$ cat src/logic/ldrc_pkg.sv
// constants, codes and helper functions for the logical device resource config block
package ldrc_pkg;

  // ==========================================================================
  // configuration register indexes
  localparam logic [7:0] IDX_ACTIVATE = 8'h30;
  localparam logic [7:0] IDX_BASE_HI  = 8'h60;
  localparam logic [7:0] IDX_BASE_LO  = 8'h61;
  localparam logic [7:0] IDX_IRQ_SEL  = 8'h70;
  localparam logic [7:0] IDX_IRQ_SEL2 = 8'h72;
  localparam logic [7:0] IDX_DMA_SEL  = 8'h74;

  // ==========================================================================
  // logical device numbers and internal slot numbers
  localparam logic [7:0] LDN_FLOPPY  = 8'h00;
  localparam logic [7:0] LDN_PRINTER = 8'h03;
  localparam logic [7:0] LDN_UART1   = 8'h04;
  localparam logic [7:0] LDN_UART2   = 8'h05;
  localparam logic [7:0] LDN_KBD     = 8'h07;
  localparam int         NUM_DEV     = 5;
  localparam int         NUM_SRC     = 6;       // keyboard has a second irq source
  localparam logic [2:0] DEV_FLP     = 3'd0;
  localparam logic [2:0] DEV_PRN     = 3'd1;
  localparam logic [2:0] DEV_U1      = 3'd2;
  localparam logic [2:0] DEV_U2      = 3'd3;
  localparam logic [2:0] DEV_KBD     = 3'd4;
  localparam logic [2:0] DEV_NONE    = 3'd7;

  // ==========================================================================
  // reset values and field layout
  localparam logic       RST_ACT   = 1'b0;
  localparam logic [7:0] RST_BASE  = 8'h00;
  localparam logic [3:0] RST_IRQ   = 4'h0;
  localparam logic [2:0] RST_DMA   = 3'h4;
  localparam int         IRQ_W     = 4;
  localparam int         DMA_W     = 3;
  localparam int         NUM_LVL   = 15;
  localparam int         NUM_CH    = 3;
  localparam logic [3:0] SMI_LEVEL = 4'h2;

  // ==========================================================================
  // address windows, only address bits 11..0 take part in decoding
  localparam logic [15:0] BASE_MIN      = 16'h0100;
  localparam logic [15:0] BASE_MAX8     = 16'h0FF8;
  localparam logic [15:0] BASE_MAX4     = 16'h0FFC;
  localparam logic [11:0] PRN_EXT_OFS   = 12'h400;
  localparam logic [1:0]  PRN_EXT_LAST  = 2'h2;
  localparam logic [2:0]  PRN_STD_LAST  = 3'h2;
  localparam logic [11:0] KBD_DATA_ADDR = 12'h060;
  localparam logic [11:0] KBD_CMD_ADDR  = 12'h064;
  localparam logic [14:0] PAR_IRQ_MASK  = 15'h0E7C;  // levels 3-7 and 10-12
  localparam logic [2:0]  ECR_MODE_ECP  = 3'h3;
  localparam logic [2:0]  ECR_MODE_EPP  = 3'h4;

  // base lies in [BASE_MIN, top] with the low align_bits zero
  function automatic logic ldrc_base_ok(input logic [15:0] base, input logic [15:0] top,
                                        input logic [15:0] align_mask);
    ldrc_base_ok = (base >= BASE_MIN) && (base <= top) && ((base & align_mask) == 16'h0000);
  endfunction : ldrc_base_ok

  // map a logical device number onto an internal slot
  function automatic logic [2:0] ldrc_dev_of(input logic [7:0] ldn);
    if (ldn == LDN_FLOPPY) ldrc_dev_of = DEV_FLP;
    else if (ldn == LDN_PRINTER) ldrc_dev_of = DEV_PRN;
    else if (ldn == LDN_UART1) ldrc_dev_of = DEV_U1;
    else if (ldn == LDN_UART2) ldrc_dev_of = DEV_U2;
    else if (ldn == LDN_KBD) ldrc_dev_of = DEV_KBD;
    else ldrc_dev_of = DEV_NONE;
  endfunction : ldrc_dev_of

endpackage : ldrc_pkg

$ cat src/logic/ldrc_win_match.sv
// base address window compare for one relocatable logical device
`timescale 1ns/1ps
module ldrc_win_match
  import ldrc_pkg::*;
#(
  parameter logic [15:0] TOP   = BASE_MAX8,
  parameter logic [15:0] ALIGN = 16'h0007
) (
  input  wire logic [15:0] base,
  input  wire logic [15:0] addr,
  output logic             base_ok,
  output logic             hit4,
  output logic             hit8
);

  // ==========================================================================
  // compare only address bits 11..0 against the programmed base
  assign base_ok = ldrc_base_ok(base, TOP, ALIGN);
  assign hit4    = base_ok && (addr[11:2] == base[11:2]);
  // an 8-byte window only exists when the base sits on an 8-byte boundary
  assign hit8    = base_ok && (base[2] == 1'b0) && (addr[11:3] == base[11:3]);

endmodule : ldrc_win_match

$ cat src/logic/ldrc_pin_stage.sv
// registered tri-state driver stage for a bank of request pins
`timescale 1ns/1ps
module ldrc_pin_stage #(
  parameter int N = 15
) (
  input  wire logic         mclk,
  input  wire logic         rst,
  input  wire logic [N-1:0] use_line,
  input  wire logic [N-1:0] val_line,
  output logic [N-1:0]      pin_out,
  output logic [N-1:0]      pin_oe_n
);

  // ==========================================================================
  // unused lines release the pin and park the output low
  always_ff @(posedge mclk or posedge rst) begin
    if (rst) begin
      pin_out  <= '0;
      pin_oe_n <= '1;
    end else begin
      pin_out  <= val_line & use_line;
      pin_oe_n <= ~use_line;
    end
  end

endmodule : ldrc_pin_stage

$ cat src/logic/ldrc_core.sv
// logical device resource configuration: base windows, irq and dma routing
`timescale 1ns/1ps
module ldrc_core
  import ldrc_pkg::*;
(
  input  wire logic        mclk,
  input  wire logic        rst,
  input  wire logic        cfg_state,
  input  wire logic        cfg_wr,
  input  wire logic        cfg_rd,
  input  wire logic [7:0]  cfg_ldn,
  input  wire logic [7:0]  cfg_index,
  input  wire logic [7:0]  cfg_wdata,
  output logic [7:0]       cfg_rdata,
  input  wire logic [4:0]  pwr_wr,
  input  wire logic [4:0]  pwr_val,
  output logic [4:0]       dev_active,
  input  wire logic        io_cyc,
  input  wire logic [15:0] io_addr,
  output logic             floppy_sel,
  output logic             printer_sel,
  output logic             printer_epp_sel,
  output logic             printer_ext_sel,
  output logic             uart1_sel,
  output logic             uart2_sel,
  output logic             kbd_data_sel,
  output logic             kbd_cmd_sel,
  input  wire logic        floppy_dma_gate,
  input  wire logic        printer_irq_gate,
  input  wire logic [2:0]  ext_port_mode,
  input  wire logic        ext_port_service_flag,
  input  wire logic        ext_port_dma_gate,
  input  wire logic [3:0]  uart1_irq_enable_reg,
  input  wire logic        uart1_aux_output_two,
  input  wire logic [3:0]  uart2_irq_enable_reg,
  input  wire logic        uart2_aux_output_two,
  input  wire logic        uart2_ir_dma_gate,
  input  wire logic [5:0]  irq_req,
  input  wire logic [2:0]  dma_req,
  input  wire logic        serial_irq_mode,
  input  wire logic        smi_enable,
  input  wire logic        smi_event,
  output logic [15:1]      irq_out,
  output logic [15:1]      irq_oe_n,
  output logic [3:1]       dma_request_pin,
  output logic [3:1]       dma_oe_n
);

  // ==========================================================================
  // configuration storage
  logic [4:0]              act_reg;
  logic [4:0][7:0]         base_hi_reg;
  logic [4:0][7:0]         base_lo_reg;
  logic [5:0][IRQ_W-1:0]   irq_sel_reg;
  logic [4:0][DMA_W-1:0]   dma_sel_reg;
  logic [7:0]              rdata_next;
  logic [2:0]              dev;
  logic                    wr_ok;

  assign dev   = ldrc_dev_of(cfg_ldn);
  // writes outside the configuration state or to absent devices are dropped
  assign wr_ok = cfg_wr && cfg_state && (dev != DEV_NONE);

  // activate bit, also written by the power control path; the two stay one bit
  always_ff @(posedge mclk or posedge rst) begin
    if (rst) begin
      act_reg <= {NUM_DEV{RST_ACT}};
    end else begin
      for (int d = 0; d < NUM_DEV; d++) begin
        if (wr_ok && (cfg_index == IDX_ACTIVATE) && (dev == 3'(d))) begin
          act_reg[d] <= cfg_wdata[0];
        end else if (pwr_wr[d]) begin
          act_reg[d] <= pwr_val[d];
        end
      end
    end
  end

  // base address bytes; the keyboard is fixed and has none
  always_ff @(posedge mclk or posedge rst) begin
    if (rst) begin
      base_hi_reg <= {NUM_DEV{RST_BASE}};
      base_lo_reg <= {NUM_DEV{RST_BASE}};
    end else if (wr_ok && (dev != DEV_KBD)) begin
      if (cfg_index == IDX_BASE_HI) begin
        base_hi_reg[dev] <= cfg_wdata;
      end else if (cfg_index == IDX_BASE_LO) begin
        base_lo_reg[dev] <= cfg_wdata;
      end
    end
  end

  // irq level selects; slot 5 is the keyboard's second select
  always_ff @(posedge mclk or posedge rst) begin
    if (rst) begin
      irq_sel_reg <= {NUM_SRC{RST_IRQ}};
    end else if (wr_ok) begin
      if (cfg_index == IDX_IRQ_SEL) begin
        irq_sel_reg[dev] <= cfg_wdata[IRQ_W-1:0];
      end else if ((cfg_index == IDX_IRQ_SEL2) && (dev == DEV_KBD)) begin
        irq_sel_reg[NUM_SRC-1] <= cfg_wdata[IRQ_W-1:0];
      end
    end
  end

  // dma selects exist only for floppy, printer and second uart
  always_ff @(posedge mclk or posedge rst) begin
    if (rst) begin
      dma_sel_reg <= {NUM_DEV{RST_DMA}};
    end else if (wr_ok && (cfg_index == IDX_DMA_SEL)) begin
      if ((dev == DEV_FLP) || (dev == DEV_PRN) || (dev == DEV_U2)) begin
        dma_sel_reg[dev] <= cfg_wdata[DMA_W-1:0];
      end
    end
  end

  // ==========================================================================
  // read mux, reserved indexes and bits read as zero
  always_comb begin
    rdata_next = 8'h00;
    if (dev != DEV_NONE) begin
      if (cfg_index == IDX_ACTIVATE) begin
        rdata_next = {7'h00, act_reg[dev]};
      end else if ((cfg_index == IDX_BASE_HI) && (dev != DEV_KBD)) begin
        rdata_next = base_hi_reg[dev];
      end else if ((cfg_index == IDX_BASE_LO) && (dev != DEV_KBD)) begin
        rdata_next = base_lo_reg[dev];
      end else if (cfg_index == IDX_IRQ_SEL) begin
        rdata_next = {4'h0, irq_sel_reg[dev]};
      end else if ((cfg_index == IDX_IRQ_SEL2) && (dev == DEV_KBD)) begin
        rdata_next = {4'h0, irq_sel_reg[NUM_SRC-1]};
      end else if ((cfg_index == IDX_DMA_SEL) &&
                   ((dev == DEV_FLP) || (dev == DEV_PRN) || (dev == DEV_U2))) begin
        rdata_next = {5'h00, dma_sel_reg[dev]};
      end
    end
  end

  // read data updates on every read strobe, loading zero outside the configuration state, and then holds for the host
  always_ff @(posedge mclk or posedge rst) begin
    if (rst) begin
      cfg_rdata <= 8'h00;
    end else if (cfg_rd) begin
      cfg_rdata <= cfg_state ? rdata_next : 8'h00;
    end
  end

  // power state output mirrors the linked activate bit
  always_ff @(posedge mclk or posedge rst) begin
    if (rst) begin
      dev_active <= {NUM_DEV{RST_ACT}};
    end else begin
      dev_active <= act_reg;
    end
  end

  // ==========================================================================
  // I/O window decode
  logic [4:0] b_ok;
  logic [4:0] h4;
  logic [4:0] h8;
  logic       prn_ext_hit;
  logic [11:0] prn_ext_base;

  for (genvar g = 0; g < 4; g++) begin : g_win
    // printer alone may sit on a 4-byte boundary
    ldrc_win_match #(
      .TOP   ((g == 1) ? BASE_MAX4 : BASE_MAX8),
      .ALIGN ((g == 1) ? 16'h0003 : 16'h0007)
    ) u_win (
      .base    ({base_hi_reg[g], base_lo_reg[g]}),
      .addr    (io_addr),
      .base_ok (b_ok[g]),
      .hit4    (h4[g]),
      .hit8    (h8[g])
    );
  end
  assign b_ok[4] = 1'b0;
  assign h4[4]   = 1'b0;
  assign h8[4]   = 1'b0;

  // extended printer registers live 400h above the base; the sum wraps in 12 bits
  assign prn_ext_base = {base_hi_reg[DEV_PRN][3:0], base_lo_reg[DEV_PRN]} + PRN_EXT_OFS;
  assign prn_ext_hit  = b_ok[DEV_PRN] && (io_addr[11:2] == prn_ext_base[11:2]) &&
                        (io_addr[1:0] <= PRN_EXT_LAST);

  // selects are valid for the cycle after an active I/O cycle
  always_ff @(posedge mclk or posedge rst) begin
    if (rst) begin
      floppy_sel      <= 1'b0;
      printer_sel     <= 1'b0;
      printer_epp_sel <= 1'b0;
      printer_ext_sel <= 1'b0;
      uart1_sel       <= 1'b0;
      uart2_sel       <= 1'b0;
      kbd_data_sel    <= 1'b0;
      kbd_cmd_sel     <= 1'b0;
    end else begin
      floppy_sel      <= io_cyc && act_reg[DEV_FLP] && h8[DEV_FLP];
      // offset inside the 4-byte window, so a 4-aligned base still decodes
      printer_sel     <= io_cyc && act_reg[DEV_PRN] && h4[DEV_PRN] &&
                         (io_addr[1:0] <= PRN_STD_LAST[1:0]);
      printer_epp_sel <= io_cyc && act_reg[DEV_PRN] && h8[DEV_PRN] &&
                         (io_addr[2:0] > PRN_STD_LAST);
      printer_ext_sel <= io_cyc && act_reg[DEV_PRN] && prn_ext_hit;
      uart1_sel       <= io_cyc && act_reg[DEV_U1] && h8[DEV_U1];
      uart2_sel       <= io_cyc && act_reg[DEV_U2] && h8[DEV_U2];
      kbd_data_sel    <= io_cyc && act_reg[DEV_KBD] &&
                         (io_addr[11:0] == KBD_DATA_ADDR);
      kbd_cmd_sel     <= io_cyc && act_reg[DEV_KBD] &&
                         (io_addr[11:0] == KBD_CMD_ADDR);
    end
  end

  // ==========================================================================
  // interrupt routing, evaluated straight from the present configuration
  logic [5:0]  src_en;
  logic [5:0]  src_val;
  logic [5:0]  src_on;
  logic        ecp_mode;
  logic        prn_inv;
  logic [14:0] lvl_use;
  logic [14:0] lvl_val;
  logic [14:0] lvl_allow;

  assign ecp_mode = (ext_port_mode == ECR_MODE_ECP);
  // extended printer modes signal low-going; everything else high edge
  assign prn_inv  = ecp_mode || (ext_port_mode == ECR_MODE_EPP);
  // a device with a bad base is treated as not present
  assign src_on   = {act_reg[DEV_KBD], act_reg[DEV_KBD], act_reg[3:0] & b_ok[3:0]};

  always_comb begin
    src_en[DEV_FLP] = floppy_dma_gate;
    src_en[DEV_PRN] = printer_irq_gate && !(ecp_mode && ext_port_service_flag);
    src_en[DEV_U1]  = (|uart1_irq_enable_reg) && uart1_aux_output_two;
    src_en[DEV_U2]  = (|uart2_irq_enable_reg) && uart2_aux_output_two;
    src_en[4]       = 1'b1;
    src_en[5]       = 1'b1;
    src_val         = irq_req;
    src_val[DEV_PRN] = irq_req[DEV_PRN] ^ prn_inv;
  end

  // parallel pin mode offers only a subset of levels; level 2 yields to SMI
  always_comb begin
    lvl_allow = serial_irq_mode ? '1 : PAR_IRQ_MASK;
    lvl_allow[SMI_LEVEL - 4'h1] = lvl_allow[SMI_LEVEL - 4'h1] && !smi_enable;
    lvl_use = '0;
    lvl_val = '0;
    for (int l = 1; l <= NUM_LVL; l++) begin
      for (int s = 0; s < NUM_SRC; s++) begin
        if (src_on[s] && src_en[s] && (irq_sel_reg[s] == 4'(l))) begin
          lvl_use[l-1] = lvl_allow[l-1];
          lvl_val[l-1] = lvl_val[l-1] | src_val[s];
        end
      end
    end
    // management interrupt owns line 2 and is active low
    if (smi_enable) begin
      lvl_use[SMI_LEVEL - 4'h1] = 1'b1;
      lvl_val[SMI_LEVEL - 4'h1] = !smi_event;
    end
  end

  // unused lines float; select zero matches no level
  ldrc_pin_stage #(.N(NUM_LVL)) u_irq_pins (
    .mclk     (mclk),
    .rst      (rst),
    .use_line (lvl_use),
    .val_line (lvl_val),
    .pin_out  (irq_out),
    .pin_oe_n (irq_oe_n)
  );

  // ==========================================================================
  // dma routing
  logic [2:0] dma_en;
  logic [2:0][2:0] dma_slot;
  logic [2:0] ch_use;
  logic [2:0] ch_val;

  // device slot behind each dma source
  assign dma_slot = {DEV_U2, DEV_PRN, DEV_FLP};
  assign dma_en   = {uart2_ir_dma_gate, ext_port_dma_gate, floppy_dma_gate};

  always_comb begin
    ch_use = '0;
    ch_val = '0;
    for (int s = 0; s < NUM_CH; s++) begin
      for (int c = 1; c <= NUM_CH; c++) begin
        if (src_on[dma_slot[s]] && dma_en[s] &&
            (dma_sel_reg[dma_slot[s]] == 3'(c))) begin
          ch_use[c-1] = 1'b1;
          ch_val[c-1] = ch_val[c-1] | dma_req[s];
        end
      end
    end
  end

  ldrc_pin_stage #(.N(NUM_CH)) u_dma_pins (
    .mclk     (mclk),
    .rst      (rst),
    .use_line (ch_use),
    .val_line (ch_val),
    .pin_out  (dma_request_pin),
    .pin_oe_n (dma_oe_n)
  );
endmodule : ldrc_core

$ cat config.mk
export PLATFORM = sky130hd
export DESIGN_NAME = ldrc_core
export DESIGN_NICKNAME = d
export VERILOG_FILES = /design/src/logic/ldrc_pkg.sv /design/src/logic/ldrc_win_match.sv /design/src/logic/ldrc_pin_stage.sv /design/src/logic/ldrc_core.sv
export SDC_FILE = /design/constraint.sdc
export NUM_CORES = 1
export LEC_CHECK = 0
export ABC_AREA = 1
export ABC_CLOCK_PERIOD_IN_PS = 6150
export BUFFER_PORTS_ARGS = -buffer_cell sky130_fd_sc_hd__buf_2
export CAP_MARGIN = 30
export CORE_UTILIZATION = 45
export CTS_CLUSTER_DIAMETER = 80
export CTS_CLUSTER_SIZE = 12
export DETAILED_ROUTE_END_ITERATION = 8
export GPL_TIMING_DRIVEN = 0
export PLACE_DENSITY = 0.65
export SETUP_SLACK_MARGIN = 0.2
export SLEW_MARGIN = 5
export SYNTH_ARGS = -nofsm -noshare
export SYNTH_HDL_FRONTEND = slang
export SYNTH_SLANG_ARGS = --single-unit
$ cat constraint.sdc
create_clock -name mclk -period 6.15 [get_ports mclk]
set_input_delay 1.5375 -clock mclk [delete_from_list [all_inputs] [get_ports mclk]]
set_output_delay 1.5375 -clock mclk [all_outputs]
set_load 0.005 [all_outputs]
Word level (Yosys, flattened, before mapping). Cells that the tools add are included.

Flip-flop bits (word level): 181. Word-level logic and storage cells: 700.

Reduce and logical (&&, ||, !) cells: 184. Multiplexer cells: 246. Equality and inequality tests: 125. Order comparisons: 12. $add $sub $neg: 1. Bitwise logic cells: 92.

Operators by type and width (number): 1-bit 2-to-1 mux (211); 4-bit equality test (second input constant) (48); 1-bit logical AND (159); 4-bit by 3-bit equality test with 1-bit output (second input constant) (24); 1-bit bitwise OR (81); 40-bit bitwise mux (2); 8-bit 2-to-1 mux (10); 16-bit by 9-bit >= comparator with 1-bit output (second input constant) (4); 16-bit by 12-bit less-or-equal comparator with 1-bit output (second input constant) (4); 16-bit zero test (4); 8-bit binary-select mux with 3-bit select (2); 4-bit by 2-bit equality test with 1-bit output (second input constant) (12); 8-bit by 7-bit equality test with 1-bit output (second input constant) (5); 9-bit equality test (4); 3-bit by 2-bit equality test with 1-bit output (second input constant) (9); 24-bit bitwise mux (1); 8-bit demux with 3-bit select (1); 12-bit by 7-bit equality test with 1-bit output (second input constant) (2); 4-bit by 1-bit equality test with 1-bit output (second input constant) (6); 8-bit by 3-bit equality test with 1-bit output (second input constant) (3); 3-bit 2-to-1 mux (7); 10-bit equality test (2); 4-bit 2-to-1 mux (4); 15-bit bitwise AND (1); other kinds (32) (54).

Logic depth before layout (Yosys ltp).
Depth after elaboration: 19. Mapped depth: 15. Gate-level depth less buffers: 14.

By module. Synthesis repeated with hierarchy kept, for this count alone.

Cell total of the unflattened synthesis: 1487. Area, all modules: 10243.6 um^2.

Modules (own cells, without submodules): ldrc_core (cells an instance 1131, area each 8039.0 um^2, times used 1); ldrc_pin_stage at u_irq_pins (cells an instance 76, area each 942.2 um^2, times used 1); ldrc_win_match at g_win[0].u_win ... (cells an instance 65, area each 266.5 um^2, times used 3); ldrc_win_match at g_win[1].u_win (cells an instance 69, area each 271.5 um^2, times used 1); ldrc_pin_stage at u_dma_pins (cells an instance 16, area each 191.4 um^2, times used 1).

Worst setup path after synthesis. OpenSTA, ideal clock, no wires.

Path type: input port to flip-flop. Start point: input port cfg_index[3]. End point: register base_hi_reg[17] (netlist bit). Arrival time: 2.824 ns. Stages: 11. Path slack: 3.198 ns. Cell sequence: nor2_1 nand2_1 nor2_2 inv_1 nor3_4 inv_4 nor2_8 nand2_2 buf_6 nand2_1 o21ai_2.

Word-level cells in the longest chain between the ends: 2.

Ends and longest elaborated chain: start, declared (RTL line ldrc_core.sv:12) `input wire logic [7:0] cfg_index,`; 8-bit by 7-bit equality test with 1-bit output (RTL line ldrc_core.sv:85) `if (cfg_index == IDX_BASE_HI) begin`; 2-bit AND reduction (no source line); end signal, assigned (RTL line ldrc_core.sv:82) `base_hi_reg <= {NUM_DEV{RST_BASE}};`; end signal, assigned by index (RTL line ldrc_core.sv:86) `base_hi_reg[dev] <= cfg_wdata;`; end, declared (RTL line ldrc_core.sv:52) `logic [4:0][7:0] base_hi_reg;`.

Every way passes these cells. A chain may end at the register's enable or synchronous reset.

Worst setup path after layout.
Start point: input port cfg_ldn[5]. End point: register cfg_rdata[2].

Word-level cells in the longest chain between the ends: 18.

Ends and longest elaborated chain: start, declared (RTL line ldrc_core.sv:11) `input wire logic [7:0] cfg_ldn,`; 8-bit by 3-bit equality test with 1-bit output (RTL line ldrc_pkg.sv:67) `else if (ldn == LDN_KBD) ldrc_dev_of = DEV_KBD;`; 2-bit 2-to-1 mux (RTL line ldrc_pkg.sv:67); 3-bit 2-to-1 mux (RTL line ldrc_pkg.sv:66) `else if (ldn == LDN_UART2) ldrc_dev_of = DEV_U2;`; 3-bit 2-to-1 mux (RTL line ldrc_pkg.sv:65) `else if (ldn == LDN_UART1) ldrc_dev_of = DEV_U1;`; 3-bit 2-to-1 mux (RTL line ldrc_pkg.sv:64) `else if (ldn == LDN_PRINTER) ldrc_dev_of = DEV_PRN;`; 3-bit 2-to-1 mux * (RTL line ldrc_pkg.sv:63) `if (ldn == LDN_FLOPPY) ldrc_dev_of = DEV_FLP;`; branches (longest 10 deep; another with 8-bit 2-to-1 mux); 8-bit 2-to-1 mux * (RTL line ldrc_core.sv:121) `if (dev != DEV_NONE) begin`; 8-bit 2-to-1 mux * (RTL line ldrc_core.sv:144) `cfg_rdata <= cfg_state ? rdata_next : 8'h00;`; end signal, assigned (RTL line ldrc_core.sv:144); end, declared (RTL line ldrc_core.sv:14) `output logic [7:0] cfg_rdata,`.

Every way passes the cells marked *. The select of a mux whose other input is x is not followed.

==> insert_results.sql <==
INSERT INTO impl_metrics (metric_group, metric, value, unit) VALUES
('run_status', 'outcome', 'completed', ''),
('power_and_ir_drop', 'clockPowerShare', '47.7', '%'),
('global_routing', 'grt_pass1_vias', '9408', ''),
('placement', 'routabilityCongestion', '1.02', ''),
('yosys', 'postSynthAreaPerCell', '7.26', 'um2'),
('finish', 'number_of_diodes_added_for_antenna_fixing', '0', ''),
('critical_path', 'crit_cells', '13', ''),
('finish', 'drive_above_1_share', '17.2', '%'),
('sta', 'tns', '0', 'ns'),
('floorplanning', 'initial_utilization', '45.7', '%'),
('power_and_ir_drop', 'comb_power_share', '6.6', '%'),
('critical_path', 'cp_cell_sequence', 'buf_2 > nor2_2 > nand4_1 > nand2_1 > nand2_2 > inv_1 > nand2_1 > nand3_1 > nor2_1 > nor2_1 > nand2_1 > nand2_1 > nand2_1', ''),
('finish', 'postLayoutCoreUtil', '53.6', '%'),
('power_and_ir_drop', 'power.static_leakage', '5.45', 'nW'),
('cts', 'tritoncts', 'done', ''),
('finish', 'finish.instance_area', '11200', 'um2'),
('critical_path', 'crit_top_cell', 'sky130_fd_sc_hd__nand2_1', ''),
('power_and_ir_drop', 'power_per_cell_area', '207', 'nW/um2'),
('yosys', 'cell_count_after_synthesis', '1320', ''),
('critical_path', 'timing.critical_path.required', '6.48', 'ns'),
('cts', 'clock_tree.root_cell', 'sky130_fd_sc_hd__clkbuf_16', ''),
('route', 'route.detailed.vias_per_inst', '5.60', ''),
('worst_hold_path', 'hold_path_depth', '2', ''),
('finish', 'finalNetCount', '1558', ''),
('critical_path', 'timing.critical_path.buf_inv', '2', ''),
('cts', 'worstSkewPairLatency', '0.44', 'ns'),
('placement', 'dpl.cell_count', '1727', ''),
('worst_hold_path', 'hold_class', 'reg -> reg', ''),
('yosys', 'synth_edf_count', '0', ''),
('cts', 'numCtsBuffers', '17', ''),
('power_and_ir_drop', 'swShare', '27.2', '%'),
('placement', 'buffer_ports.inserted', '130', ''),
('critical_path', 'timing.critical_path.to_type', 'flop', ''),
('global_routing', 'grt_pass1_wl', '53400', 'um'),
('cts', 'post_cts_hold_buffer_count', '0', ''),
('yosys', 'synth_cell_type_count', '49', ''),
('global_routing', 'track_usage', '32.9', '%'),
('route', 'dr_total_vias', '9857', ''),
('critical_path', 'timing.critical_path.fanout_max', '8', ''),
('yosys', 'ys_warn_count', '0', ''),
('route', 'final_antenna_net_count', '0', ''),
('yosys', 'ys_async_sr_fraction', '100', '%'),
('critical_path', 'crit_family', 'simple AND/OR/NAND/NOR gates', ''),
('floorplanning', 'die_w', '148', 'um'),
('critical_path', 'rr_worst_depth', '9', ''),
('yosys', 'synth_seq_area_share', '41.8', '%'),
('sta', 'final_max_slew_viol_count', '0', ''),
('critical_path', 'crit_slowest_cell', 'sky130_fd_sc_hd__nand2_1', ''),
('critical_path', 'worst_setup_path_start_kind', 'primary input', ''),
('finish', 'fin_cells', '1759', ''),
('sta', 'period_share', '54.1', '%'),
('yosys', 'netlist_area_before_placement', '9580', 'um2'),
('critical_path', 'worst-setup-path-type', 'in -> reg', ''),
('global_routing', 'largest_net_degree_at_the_start_of_global_routing', '111', ''),
('cts', 'cts_max_level', '4', ''),
('sta', 'worst_hold_slack', '0.483', 'ns'),
('sta', 'hold_vio_cnt_final', '0', ''),
('finish', 'most_common_library_cell_in_the_layout_ignoring_fill_and_taps', 'sky130_fd_sc_hd__nand2_1', ''),
('cts', 'clock_slew_at_reported_path_ffs', '0.07', 'ns'),
('floorplanning', 'rows', '53', ''),
('floorplanning', 'die_h', '148', 'um'),
('cts', 'clockBufferDepth', '2', ''),
('cts', 'clock_sink_count', '159', ''),
('cts', 'post_cts_buffers', '0', ''),
('global_routing', 'overall_overflow_remaining_after_global_route', '0', ''),
('finish', 'layout_common_cells', 'sky130_fd_sc_hd__nand2_1, sky130_fd_sc_hd__nor2_1, sky130_fd_sc_hd__inv_1', ''),
('floorplanning', 'placeableCoreArea', '21000', 'um2'),
('yosys', 'synth_nets', '1407', ''),
('route', 'drt-pass1-iter-count', '7', ''),
('power_and_ir_drop', 'cellInternalPower', '1.69', 'mW'),
('cts', 'postCtsResizedCells', '0', '');
[power groups by stage]
stage               logic, mW  clock network (mW)  registers [mW]
floorplan              0.0793                   0            1.08
global placement        0.149                   0            1.08
detailed placement      0.153                   0            1.08
CTS                     0.154                1.12            1.06
finish                  0.153                1.11            1.06
global route            0.170                1.16            1.06
[logic make-up after synthesis]
| kind of cell | Yosys count | share of synthesized area, % |
|---|---|---|
| buf+inv | 196 | 8.49 |
| compound gates | 211 | 13.7 |
| flops | 159 | 41.8 |
| fa+ha+maj | 1 | 0.131 |
| simple gates | 730 | 33.8 |
| xor+xnor | 23 | 2.10 |
[cell usage after synthesis, types with 11 or more instances]
cell type / number / share of area (%)
sky130_fd_sc_hd__nand2_1: 329 / 13
sky130_fd_sc_hd__inv_1: 157 / 6.2
sky130_fd_sc_hd__nand4_1: 50 / 3.3
sky130_fd_sc_hd__dfstp_2: 21 / 5.8
sky130_fd_sc_hd__nor3_1: 31 / 1.6
sky130_fd_sc_hd__nor2_1: 180 / 7.1
sky130_fd_sc_hd__a21oi_1: 22 / 1.1
sky130_fd_sc_hd__xnor2_1: 14 / 1.3
sky130_fd_sc_hd__o21ai_2: 26 / 2.4
sky130_fd_sc_hd__dfrtp_1: 138 / 36
sky130_fd_sc_hd__clkbuf_1: 20 / 0.78
sky130_fd_sc_hd__nor4_1: 11 / 0.72
sky130_fd_sc_hd__nand3_1: 94 / 4.9
sky130_fd_sc_hd__o21ai_0: 55 / 2.9
sky130_fd_sc_hd__o21ai_1: 38 / 2.0
sky130_fd_sc_hd__o22ai_1: 27 / 1.8
[tightest hold or removal path, cell delays in order (launching register included)]
cell                      delay [ns]
sky130_fd_sc_hd__dfrtp_1        0.34
sky130_fd_sc_hd__nand2_1        0.05
sky130_fd_sc_hd__nand2_1        0.06
[stage by stage]
stage | total power [mW] | setup slack, ns
2_1_floorplan | 1.16 | 0.356
3_3_place_gp | 1.23 | -1.49
3_5_place_dp | 1.23 | 2.48
4_1_cts | 2.33 | 2.93
5_1_grt | 2.39 | 2.69
6_report | 2.32 | 2.82
[final timing paths]
kind | from | slack [ns] | endpoint
max in group asynchronous | rst | 4.17 | base_hi_reg[20]$_DFFE_PP0P_
hold reg to reg | cfg_rdata[2]$_DFFE_PP0P_ | 0.48 | cfg_rdata[2]$_DFFE_PP0P_
min in group asynchronous | rst | 1.09 | dma_sel_reg[0]$_DFFE_PP0P_
hold / removal | cfg_rdata[2]$_DFFE_PP0P_ | 0.48 | cfg_rdata[2]$_DFFE_PP0P_
setup / recovery | cfg_ldn[5] | 2.82 | cfg_rdata[2]$_DFFE_PP0P_
setup reg to reg | base_lo_reg[8]$_DFFE_PP0P_ | 3.59 | u_irq_pins.pin_out[10]$_DFF_PP0_
[layout make-up]
cell class	count	area, um2
Clock inverter	14	174
Timing Repair Buffer	132	683
Buffer	36	206
Multi-Input combinational cell	965	4760
Tap cell	275	344
Sequential cell	159	4010
Inverter	160	614
Fill cell	2104	9730
Clock buffer	18	439
[per-layer routing]
| layer | up-vias | GRT usage [%] | routed length, um |
|---|---|---|---|
| li1 | 4698 | - | - |
| met1 | 4671 | 42.1 | 14700 |
| met2 | 410 | 54.6 | 16500 |
| met3 | 78 | 5.03 | 2080 |
| met4 | 0 | 15.2 | 1420 |
| met5 | - | 0 | 0 |
(Power assumes the default switching activity.)
